File: config.mk
export PLATFORM = sky130hd
export DESIGN_NAME = ucrm_bank
export DESIGN_NICKNAME = d
export VERILOG_FILES = /design/src/logic/ucrm_pkg.sv /design/src/logic/ucrm_gate.sv /design/src/logic/ucrm_flags.sv /design/src/logic/ucrm_bank.sv
export SDC_FILE = /design/constraint.sdc
export NUM_CORES = 1
export LEC_CHECK = 0
export ABC_AREA = 0
export BUFFER_PORTS_ARGS = -buffer_cell sky130_fd_sc_hd__buf_2
export CAP_MARGIN = 10
export CORE_ASPECT_RATIO = 0.75
export CORE_UTILIZATION = 28
export DETAILED_ROUTE_END_ITERATION = 7
export HOLD_SLACK_MARGIN = 0.06
export SETUP_SLACK_MARGIN = 0.3
export SLEW_MARGIN = 20
export SYNTH_ARGS = -nofsm -noshare
export SYNTH_HDL_FRONTEND = slang
export SYNTH_SLANG_ARGS = --single-unit
File: constraint.sdc
create_clock -name clock -period 13.45 [get_ports clock]
set_input_delay 0.6725 -clock clock [delete_from_list [all_inputs] [get_ports clock]]
set_output_delay 0.6725 -clock clock [all_outputs]
set_load 0.005 [all_outputs]
File: src/logic/ucrm_pkg.sv
// ucrm_pkg: offsets, field positions, reset values and carriers for the
// per-channel uart register bank.
// assumes a single 100 MHz clock domain and an 8-bit register port.
`default_nettype none
package ucrm_pkg;
  // ****************************************************************
  // register offsets (a3..a0)
  // ****************************************************************
  localparam logic [3:0] OFF_DATA = 4'h0;
  localparam logic [3:0] OFF_IEN = 4'h1;
  localparam logic [3:0] OFF_ISRC = 4'h2;
  localparam logic [3:0] OFF_LCTL = 4'h3;
  localparam logic [3:0] OFF_MCTL = 4'h4;
  localparam logic [3:0] OFF_LSTAT = 4'h5;
  localparam logic [3:0] OFF_MSTAT = 4'h6;
  localparam logic [3:0] OFF_SCR = 4'h7;
  localparam logic [3:0] OFF_FEAT = 4'h8;
  localparam logic [3:0] OFF_ENH = 4'h9;
  localparam logic [3:0] OFF_TXLVL = 4'hA;
  localparam logic [3:0] OFF_RXLVL = 4'hB;
  localparam logic [3:0] OFF_XFLAG = 4'hC;
  localparam logic [3:0] OFF_STOP2 = 4'hD;
  localparam logic [3:0] OFF_RES1 = 4'hE;
  localparam logic [3:0] OFF_RES2 = 4'hF;
  // ****************************************************************
  // field positions and masks
  // ****************************************************************
  localparam int ENH_GATE_BIT = 4;
  localparam int DIV_ACCESS_BIT = 7;
  localparam int LOOPBACK_BIT = 4;
  localparam int CHAN_LSB = 9;
  localparam int CHAN_MSB = 11;
  localparam logic [7:0] IEN_ENH_MASK = 8'hE0;
  localparam logic [7:0] ISRC_ENH_MASK = 8'h30;
  localparam logic [7:0] FCTL_ENH_MASK = 8'h30;
  localparam logic [7:0] MCTL_ENH_MASK = 8'hE4;
  localparam logic [7:0] MSTW_ENH_MASK = 8'hF0;
  localparam logic [7:0] FRAC_MASK = 8'h0F;
  localparam logic [7:0] XFLAG_MASK = 8'h0F;
  localparam logic [1:0] LEGACY_OUT_BITS = 2'h0; // used only to size nothing
  localparam logic [7:0] RESET_BYTE = 8'h00;
  localparam logic [2:0] CHAN_RESET = 3'h0;
  // ****************************************************************
  // carriers
  // ****************************************************************
  typedef struct packed {
    logic rd;
    logic wr;
    logic [11:0] addr;
    logic [7:0] wdata;
  } ucrm_req_t;
  typedef struct packed {
    logic loopback;
    logic [1:0] legacy_out;
    logic [7:0] tx_data;
    logic tx_strobe;
  } ucrm_ctl_t;
endpackage
`default_nettype wire

File: src/logic/ucrm_gate.sv
// ucrm_gate: masks the enhanced bits of a byte unless enhanced mode is on.
// assumes the mask comes from the package constants.
`default_nettype none
module ucrm_gate
  import ucrm_pkg::*;
(
  // control
  input wire logic enh_on,
  input wire logic [7:0] mask,
  // data
  input wire logic [7:0] din,
  output logic [7:0] dout
);
  // gated bits read and act as zero while enhanced mode is off
  assign dout = enh_on ? din : (din & ~mask);
endmodule
`default_nettype wire

File: src/logic/ucrm_flags.sv
// ucrm_flags: four sticky flow-control character flags, read-to-clear.
// assumes set pulses come from the flow-control logic of the channel.
`default_nettype none
module ucrm_flags
  import ucrm_pkg::*;
(
  // clock and reset
  input wire logic clock,
  input wire logic rst,
  // events and clear
  input wire logic [3:0] set,
  input wire logic clr,
  output logic [3:0] flags_ff
);
  // a set in the clearing cycle survives so no event is lost
  always_ff @(posedge clock or posedge rst) begin
    if (rst) begin
      flags_ff <= 4'h0;
    end else begin
      flags_ff <= (clr ? 4'h0 : flags_ff) | set;
    end
  end
endmodule
`default_nettype wire

File: src/logic/ucrm_bank.sv
// ucrm_bank: register bank of one uart channel with channel decode.
// assumes the host port is synchronous, one access per cycle, read data
// returned one cycle after the read strobe.
//
// Function
// enhanced bits act only while enhanced-function bit 4 is set; fifo, turnaround and modem bit 2 stored while set act after it clears.
// gated: int-enable 7:5, source 5:4, fifo 5:4, modem 7:5,2, status-write 7:4.
// reading the flag register clears the four flow-character flags.
// legacy user-output bits drive no pin outside the device.
// legacy user-output bits are stored and used during internal loopback.
// divisor registers reachable only while line-control bit 7 is one.
// register from address 3:0, channel from address 11:9.
// loopback bit 4 routes transmit shift output to receive shift input.
// fractional divisor keeps four bits, upper four read zero.
`default_nettype none
module ucrm_bank
  import ucrm_pkg::*;
#(
  parameter logic [2:0] CHANNEL = 3'h0
) (
  // clock and reset
  input wire logic clock,
  input wire logic rst,
  // host register port
  input wire ucrm_req_t req,
  output logic [7:0] rdata_ff,
  output logic rvalid_ff,
  // datapath status in
  input wire logic [7:0] rx_data,
  input wire logic [7:0] int_source,
  input wire logic [7:0] line_status,
  input wire logic [7:0] modem_status,
  input wire logic [7:0] tx_level,
  input wire logic [7:0] rx_level,
  input wire logic [3:0] flow_char_set,
  input wire logic tx_shift_out,
  // datapath control out
  output ucrm_ctl_t ctl_ff,
  output logic [7:0] fifo_control_ff,
  output logic fifo_control_wr_ff,
  output logic [15:0] divisor_ff,
  output logic [3:0] frac_ff,
  output logic [7:0] line_control_ff,
  output logic [7:0] feature_control_ff,
  output logic [7:0] enhanced_function_ff,
  output logic [7:0] turnaround_ff,
  output logic [7:0] tx_thresh_ff,
  output logic [7:0] rx_thresh_ff,
  output logic [31:0] flow_chars_ff,
  output logic rx_shift_in_ff
);
  // ****************************************************************
  // decode
  // ****************************************************************
  logic sel;
  logic dlab;
  logic enh_on;
  logic rd;
  logic wr;
  logic [3:0] off;
  logic [7:0] ien_ff;
  logic [7:0] mctl_ff;
  logic [7:0] scr_ff;
  logic [7:0] ien_view;
  logic [7:0] isrc_view;
  logic [7:0] mctl_view;
  logic [7:0] nxt_rdata;
  logic [3:0] xflags;

  // only the addressed channel answers
  assign sel = (req.addr[CHAN_MSB:CHAN_LSB] == CHANNEL);
  assign off = req.addr[3:0];
  assign rd = req.rd & sel;
  assign wr = req.wr & sel;
  assign dlab = line_control_ff[DIV_ACCESS_BIT];
  assign enh_on = enhanced_function_ff[ENH_GATE_BIT];

  // ****************************************************************
  // enhanced gating
  // ****************************************************************
  ucrm_gate u_gate_ien (.enh_on(enh_on), .mask(IEN_ENH_MASK), .din(ien_ff),
    .dout(ien_view));
  ucrm_gate u_gate_isrc (.enh_on(enh_on), .mask(ISRC_ENH_MASK), .din(int_source),
    .dout(isrc_view));
  ucrm_gate u_gate_mctl (.enh_on(enh_on), .mask(MCTL_ENH_MASK), .din(mctl_ff),
    .dout(mctl_view));

  // write data with enhanced bits dropped when not permitted
  function automatic logic [7:0] gated(input logic [7:0] d, input logic [7:0] m,
    input logic on);
    gated = on ? d : (d & ~m);
  endfunction

  // ****************************************************************
  // writable registers
  // ****************************************************************
  // divisor shares offsets with data and interrupt enable
  always_ff @(posedge clock or posedge rst) begin
    if (rst) begin
      divisor_ff <= 16'h0000;
      frac_ff <= 4'h0;
      ien_ff <= RESET_BYTE;
    end else if (wr) begin
      if (dlab && off == OFF_DATA) divisor_ff[7:0] <= req.wdata;
      if (dlab && off == OFF_IEN) divisor_ff[15:8] <= req.wdata;
      if (dlab && off == OFF_ISRC) frac_ff <= req.wdata[3:0];
      if (!dlab && off == OFF_IEN) ien_ff <= gated(req.wdata, IEN_ENH_MASK, enh_on);
    end
  end

  // transmit byte, strobes and loopback carrier; one process owns all of ctl_ff
  always_ff @(posedge clock or posedge rst) begin
    if (rst) begin
      ctl_ff.tx_data <= RESET_BYTE;
      ctl_ff.tx_strobe <= 1'b0;
      ctl_ff.loopback <= 1'b0;
      ctl_ff.legacy_out <= 2'b00;
      fifo_control_ff <= RESET_BYTE;
      fifo_control_wr_ff <= 1'b0;
    end else begin
      ctl_ff.tx_strobe <= wr && !dlab && off == OFF_DATA;
      ctl_ff.loopback <= mctl_view[LOOPBACK_BIT];
      // legacy bits are kept only for loopback; no pin is driven by them
      ctl_ff.legacy_out <= mctl_view[LOOPBACK_BIT] ? mctl_ff[3:2] : 2'b00;
      fifo_control_wr_ff <= wr && !dlab && off == OFF_ISRC;
      if (wr && !dlab && off == OFF_DATA) ctl_ff.tx_data <= req.wdata;
      if (wr && !dlab && off == OFF_ISRC) begin
        fifo_control_ff <= gated(req.wdata, FCTL_ENH_MASK, enh_on);
      end
    end
  end

  // plain control registers
  always_ff @(posedge clock or posedge rst) begin
    if (rst) begin
      line_control_ff <= RESET_BYTE;
      mctl_ff <= RESET_BYTE;
      scr_ff <= RESET_BYTE;
      feature_control_ff <= RESET_BYTE;
      enhanced_function_ff <= RESET_BYTE;
      turnaround_ff <= RESET_BYTE;
    end else if (wr) begin
      case (off)
        OFF_LCTL: line_control_ff <= req.wdata;
        OFF_MCTL: mctl_ff <= gated(req.wdata, MCTL_ENH_MASK, enh_on);
        OFF_MSTAT: turnaround_ff <= gated(req.wdata, MSTW_ENH_MASK, enh_on);
        OFF_SCR: scr_ff <= req.wdata;
        OFF_FEAT: feature_control_ff <= req.wdata;
        OFF_ENH: enhanced_function_ff <= req.wdata;
        default: ;
      endcase
    end
  end

  // thresholds and flow characters
  always_ff @(posedge clock or posedge rst) begin
    if (rst) begin
      tx_thresh_ff <= RESET_BYTE;
      rx_thresh_ff <= RESET_BYTE;
      flow_chars_ff <= 32'h0000_0000;
    end else if (wr) begin
      case (off)
        OFF_TXLVL: tx_thresh_ff <= req.wdata;
        OFF_RXLVL: rx_thresh_ff <= req.wdata;
        OFF_XFLAG: flow_chars_ff[7:0] <= req.wdata;
        OFF_STOP2: flow_chars_ff[15:8] <= req.wdata;
        OFF_RES1: flow_chars_ff[23:16] <= req.wdata;
        OFF_RES2: flow_chars_ff[31:24] <= req.wdata;
        default: ;
      endcase
    end
  end

  // ****************************************************************
  // loopback and legacy outputs
  // ****************************************************************
  // receive input idles at mark outside loopback so no false start bit appears
  always_ff @(posedge clock or posedge rst) begin
    if (rst) begin
      rx_shift_in_ff <= 1'b1;
    end else begin
      rx_shift_in_ff <= mctl_view[LOOPBACK_BIT] ? tx_shift_out : 1'b1;
    end
  end

  // ****************************************************************
  // read path
  // ****************************************************************
  ucrm_flags u_flags (.clock(clock), .rst(rst), .set(flow_char_set),
    .clr(rd && off == OFF_XFLAG), .flags_ff(xflags));

  // read mux; unlisted read offsets return zero
  always_comb begin
    nxt_rdata = 8'h00;
    case (off)
      OFF_DATA: nxt_rdata = dlab ? divisor_ff[7:0] : rx_data;
      OFF_IEN: nxt_rdata = dlab ? divisor_ff[15:8] : ien_view;
      OFF_ISRC: nxt_rdata = dlab ? ({4'h0, frac_ff} & FRAC_MASK) : isrc_view;
      OFF_LCTL: nxt_rdata = line_control_ff;
      OFF_MCTL: nxt_rdata = mctl_view;
      OFF_LSTAT: nxt_rdata = line_status;
      OFF_MSTAT: nxt_rdata = modem_status;
      OFF_SCR: nxt_rdata = scr_ff;
      OFF_FEAT: nxt_rdata = feature_control_ff;
      OFF_ENH: nxt_rdata = enhanced_function_ff;
      OFF_TXLVL: nxt_rdata = tx_level;
      OFF_RXLVL: nxt_rdata = rx_level;
      OFF_XFLAG: nxt_rdata = {4'h0, xflags} & XFLAG_MASK;
      default: nxt_rdata = 8'h00;
    endcase
  end

  // read data registered for a fixed one-cycle latency
  always_ff @(posedge clock or posedge rst) begin
    if (rst) begin
      rdata_ff <= RESET_BYTE;
      rvalid_ff <= 1'b0;
    end else begin
      rvalid_ff <= rd;
      if (rd) rdata_ff <= nxt_rdata;
    end
  end

  // ****************************************************************
  // checks
  // ****************************************************************
  // read path: fixed latency, read-clear flags and the divisor window
  a_frac_upper_zero: assert property (@(posedge clock) disable iff (rst)
    rd && dlab && off == OFF_ISRC |=> rdata_ff[7:4] == 4'h0)
    else $error("fraction upper bits not zero");
  a_flags_cleared: assert property (@(posedge clock) disable iff (rst)
    rd && off == OFF_XFLAG && flow_char_set == 4'h0 |=> xflags == 4'h0)
    else $error("flags not cleared on read");
  a_flag_set_wins: assert property (@(posedge clock) disable iff (rst)
    rd && off == OFF_XFLAG && flow_char_set != 4'h0 |=> xflags == $past(flow_char_set))
    else $error("flag event lost in clearing read");
  a_flag_read: assert property (@(posedge clock) disable iff (rst)
    rd && off == OFF_XFLAG |=> rdata_ff == {4'h0, $past(xflags)})
    else $error("flag register read wrong");
  a_dlab_read: assert property (@(posedge clock) disable iff (rst)
    rd && dlab && off == OFF_IEN |=> rdata_ff == $past(divisor_ff[15:8]))
    else $error("divisor high read wrong");
  a_chan_select: assert property (@(posedge clock) disable iff (rst)
    req.rd && req.addr[CHAN_MSB:CHAN_LSB] != CHANNEL |=> !rvalid_ff)
    else $error("wrong channel answered");
  a_rvalid_read: assert property (@(posedge clock) disable iff (rst)
    rd |=> rvalid_ff)
    else $error("own channel read not answered");

  // write gating and divisor writes: enhanced bits land as zero while the gate is off
  a_ien_gated: assert property (@(posedge clock) disable iff (rst)
    !enh_on |-> (ien_view & IEN_ENH_MASK) == 8'h00)
    else $error("enhanced interrupt enable leaked");
  a_isrc_gated: assert property (@(posedge clock) disable iff (rst)
    !enh_on |-> (isrc_view & ISRC_ENH_MASK) == 8'h00)
    else $error("enhanced interrupt source leaked");
  a_mctl_gated: assert property (@(posedge clock) disable iff (rst)
    !enh_on |-> (mctl_view & MCTL_ENH_MASK) == 8'h00)
    else $error("enhanced modem control leaked");
  a_ien_write: assert property (@(posedge clock) disable iff (rst)
    wr && !enh_on && !dlab && off == OFF_IEN |=> (ien_ff & IEN_ENH_MASK) == 8'h00)
    else $error("enhanced interrupt enable stored");
  a_fifo_write: assert property (@(posedge clock) disable iff (rst)
    wr && !enh_on && !dlab && off == OFF_ISRC |=> (fifo_control_ff & FCTL_ENH_MASK) == 8'h00)
    else $error("enhanced fifo control stored");
  a_turn_write: assert property (@(posedge clock) disable iff (rst)
    wr && !enh_on && off == OFF_MSTAT |=> (turnaround_ff & MSTW_ENH_MASK) == 8'h00)
    else $error("enhanced turnaround bits stored");
  a_div_write: assert property (@(posedge clock) disable iff (rst)
    wr && dlab && off == OFF_DATA |=> divisor_ff[7:0] == $past(req.wdata))
    else $error("divisor low not written");
  a_div_keep: assert property (@(posedge clock) disable iff (rst)
    wr && !dlab |=> divisor_ff == $past(divisor_ff))
    else $error("divisor changed outside divisor access");
  a_frac_write: assert property (@(posedge clock) disable iff (rst)
    wr && dlab && off == OFF_ISRC |=> frac_ff == $past(req.wdata[3:0]))
    else $error("fraction not written");

  // loopback, legacy bits and transmit strobe
  a_loop_route: assert property (@(posedge clock) disable iff (rst)
    mctl_view[LOOPBACK_BIT] |=> rx_shift_in_ff == $past(tx_shift_out))
    else $error("loopback route wrong");
  a_legacy_quiet: assert property (@(posedge clock) disable iff (rst)
    !ctl_ff.loopback |-> ctl_ff.legacy_out == 2'b00)
    else $error("legacy outputs active outside loopback");
  a_legacy_loop: assert property (@(posedge clock) disable iff (rst)
    ctl_ff.loopback |-> ctl_ff.legacy_out == $past(mctl_ff[3:2]))
    else $error("legacy bits missing in loopback");
  a_legacy_store: assert property (@(posedge clock) disable iff (rst)
    wr && off == OFF_MCTL |=> mctl_ff[3] == $past(req.wdata[3]))
    else $error("legacy bit not stored");
  a_no_tx_in_dlab: assert property (@(posedge clock) disable iff (rst)
    wr && dlab && off == OFF_DATA |=> !ctl_ff.tx_strobe)
    else $error("transmit strobe during divisor access");
  a_tx_strobe: assert property (@(posedge clock) disable iff (rst)
    wr && !dlab && off == OFF_DATA |=> ctl_ff.tx_strobe && ctl_ff.tx_data == $past(req.wdata))
    else $error("transmit byte not passed on");

  // main scenarios
  c_flag_read: cover property (@(posedge clock) rd && off == OFF_XFLAG && xflags != 4'h0);
  c_set_on_clear: cover property (@(posedge clock) rd && off == OFF_XFLAG && flow_char_set != 4'h0);
  c_div_read: cover property (@(posedge clock) rd && dlab && off == OFF_ISRC);
  c_loopback: cover property (@(posedge clock) ctl_ff.loopback && mctl_ff[3:2] != 2'b00);
endmodule
`default_nettype wire

==> results.py <==
metrics = {
    "route": {
        "vias": 5573,
        "ant_nets": 0,
        "drc": 0,
        "wirelength_um": 25400,
        "wire_per_inst_um": 22.8,
        "first_pass_iters": 5,
        "first_iter_violations": 431,
        "viasPerCell": 5.00,
    },
    "floorplan": {
        "core_um2": 25000,
        "fp.dieW_um": 187,
        "io_pins": 208,
        "fp-row-count": 50,
        "die_height_um": 140,
        "initial_utilization_pct": 28.6,
        "die_area_um2": 26200,
    },
    "logic_synthesis": {
        "syn_nets": 653,
        "ys_ff_latch": 159,
        "synthDistinctLibCells": 57,
        "syn_area_um2": 7150,
        "synth-edff-count": 0,
        "ys_seq_area_share_pct": 55.7,
        "yosysTopAreaCellShare_pct": 55.3,
        "syn_inst": 576,
        "ys.flop_type": "dfrtp_1",
        "synth_top_cell_by_area": "dfrtp_1",
        "synth_area_leaders": "dfrtp_1, mux2_2, mux2i_1",
        "synth_warnings": 0,
        "avgSynthCellArea_um2": 12.4,
        "async_reset_ff_share_pct": 100,
    },
    "final_layout": {
        "fin_cells": 1114,
        "regMostFlops": "flow_chars_ff",
        "syn_to_final_growth_pct": 26.4,
        "largest_register_ffs": 32,
        "nFillCells": 2559,
        "largestRegisters": "flow_chars_ff: 32 flops, divisor_ff: 16 flops, ctl_ff: 12 flops",
        "fin_nets": 838,
        "layout-drive-gt1-share_pct": 48.8,
    },
    "clock_network": {
        "hold_buffers": 0,
        "cts_root_buf": "clkbuf_16",
        "clock-sinks": 159,
        "worst_skew_pair.late_latency_ns": 0.44,
        "clk_pin_slew_ns": 0.06,
        "clockBufferDepth": 2,
        "cts-resized-gates": 0,
        "ctsHtreeMaxLevel": 4,
        "tritoncts": "done",
        "cts_setup_buffers": 0,
        "cts_made_buffers": 17,
    },
    "grt": {
        "grt_pass1_vias": 5462,
        "grt-ovfl-total": 0,
        "grt_usage_pct": 19.6,
        "grt_max_degree": 88,
        "antenna_found_initial": 4,
        "grt_pass1_wl_um": 36800,
    },
    "setup_path": {
        "crit_required_ns": 13.76,
        "start_kind": "input pin",
        "crit_type": "in2reg",
        "reg2reg_slack_ns": 10.90,
        "cp_data_arrival_time_ns": 3.24,
        "cp_max_fo": 39,
        "reg2reg_to": "rdata_ff[2]",
        "reg2reg_depth": 5,
        "reg2reg_from": "line_control_ff[7]",
        "cp-end-kind": "flop",
    },
    "sta": {
        "timing_worst_slew_pin_value_ns": 1.02,
        "hold_viol_final": 0,
        "skew_ns": 0.0143,
        "setup_viol": 0,
        "fin_crit_sh_pct": 21.7,
        "drv_slew": 0,
        "max_slew_margin_pct": 31.9,
        "timing.setup.tns_ns": 0,
        "rsz0062_at_grt": "false",
        "finalCriticalPeriod_ns": 2.92,
        "clock.fmax_mhz": 342,
    },
    "status": {
        "status": "complete, no violations",
    },
    "pwr": {
        "power_leakage_nw": 4.58,
        "power_density_nw_per_um2": 127,
        "irDropWorstVdd_mv": 0.0861,
    },
    "flow_run": {
        "drv_cap": 0,
    },
    "placed_design": {
        "dp_cells": 1079,
        "post-dp-hpwl_um": 17400,
        "gp_congestion": 0.875,
        "port_buffers": 202,
    },
    "hold_path": {
        "hold_path.class": "in2async",
    },
}
## layer usage
metal  up-vias  track usage [%]  wire length (µm)
li1       2476                -                 -
met1      2823             27.1             11700
met2       241             28.4             11000
met3        29             6.64              2150
met4         4             6.47               493
met5         -                0                31
## cells by family (layout without fill, tap and decap cells)
group | count (synthesis) | count (layout) | share of synthesized area (%)
other cells | 0 | 2 | 0
mux | 149 | 149 | 23.3
buf+inv | 45 | 243 | 2.77
compound gates | 84 | 84 | 8.10
simple gates | 139 | 139 | 10.2
flops | 159 | 159 | 55.7
## report_power, final
group | internal [W] | leakage [nW] | switching, W
clock network | 0.000254 | 0.285 | 0.000227
logic | 0.0000609 | 2.14 | 0.0000774
registers | 0.000510 | 2.15 | 0.0000186
## layout by cell type, fill, tap and decap left out, types with 5 or more instances in the layout
cell       netlist  layout
a21oi_1          5       5
a22oi_1         11      11
a32oi_1          6       6
buf_2           11     202
clkbuf_16        0      17
dfrtp_1        158     158
inv_6            0       7
mux2_2         123     123
mux2i_1         22      22
nand2_1         54      54
nand2b_1         5       5
nand3_1         18      18
nand4_1         11      11
nor2_1          10      10
nor2_2           5       5
nor2b_1          8       8
o21ai_0         26      26
## final cells by class
type | instances | area [µm²] | share of cell area (%)
clock inverters | 13 | 118 | 1.30
multi-input cells | 372 | 2970 | 32.9
repair buffers | 206 | 1060 | 11.7
clock buffers | 19 | 453 | 5.01
diodes | 2 | 5.00 | 0.0554
flip-flops and latches | 159 | 3980 | 44.1
well taps | 338 | 423 | 4.68
inverters | 5 | 23.8 | 0.263
## cells in the mapped netlist (2+ instances only)
cell type  instances
nand2b_1           5
or4_1              3
nor2_1            10
buf_1              4
nand3b_1           4
nand4_1           11
o22a_1             2
dfrtp_1          158
a221oi_1           2
mux2_2           123
nand2_1           54
a21o_1             4
inv_1              5
o211ai_1           2
mux2i_1           22
nand3_1           18
a22o_1             2
a22oi_1           11
o22ai_1            4
nor2b_1            8
a32oi_1            6
a31oi_1            4
nor2_2             5
o21ai_0           26
nor3_1             4
a21oi_1            5
nor3b_1            2
buf_4              2
o2bb2ai_1          2
nor4_1             3
clkbuf_1          22
and2_1             3
buf_2             11
or2_2              2
mux2_4             4
a21boi_0           2
## worst max path at each step
| stage | from | to | cells after the start |
|---|---|---|---|
| final | req[8] | divisor_ff[1] | 4 |
| after global routing | req[8] | divisor_ff[2] | 4 |
| after CTS | req[9] | tx_thresh_ff[6] | 4 |
| after detailed placement | req[9] | tx_thresh_ff[7] | 4 |
| after global placement | req[9] | tx_thresh_ff[3] | 4 |
| after floorplan | rst | ctl_ff[0] | 1 |
## stage by stage
step	util (%)	setup slack (ns)	cell area (µm²)	total power, W	hold WS [ns]
floorplan	-	8.49	7150	0.000604	0.414
global placement	33.7	10.07	8430	0.000673	0.446
detailed placement	33.7	10.08	8430	0.000675	0.447
CTS	36.0	10.55	9000	0.00116	0.404
global route	36.1	10.45	9030	0.00120	0.404
finish	36.1	10.53	9030	0.00115	0.402
## worst max-delay path: stages
cell and delay [ns]:
buf_2 0.35, nor2_1 0.89, nand4_1 0.79, mux2_2 0.51
Note: power is estimated with default switching activity, not from simulation.
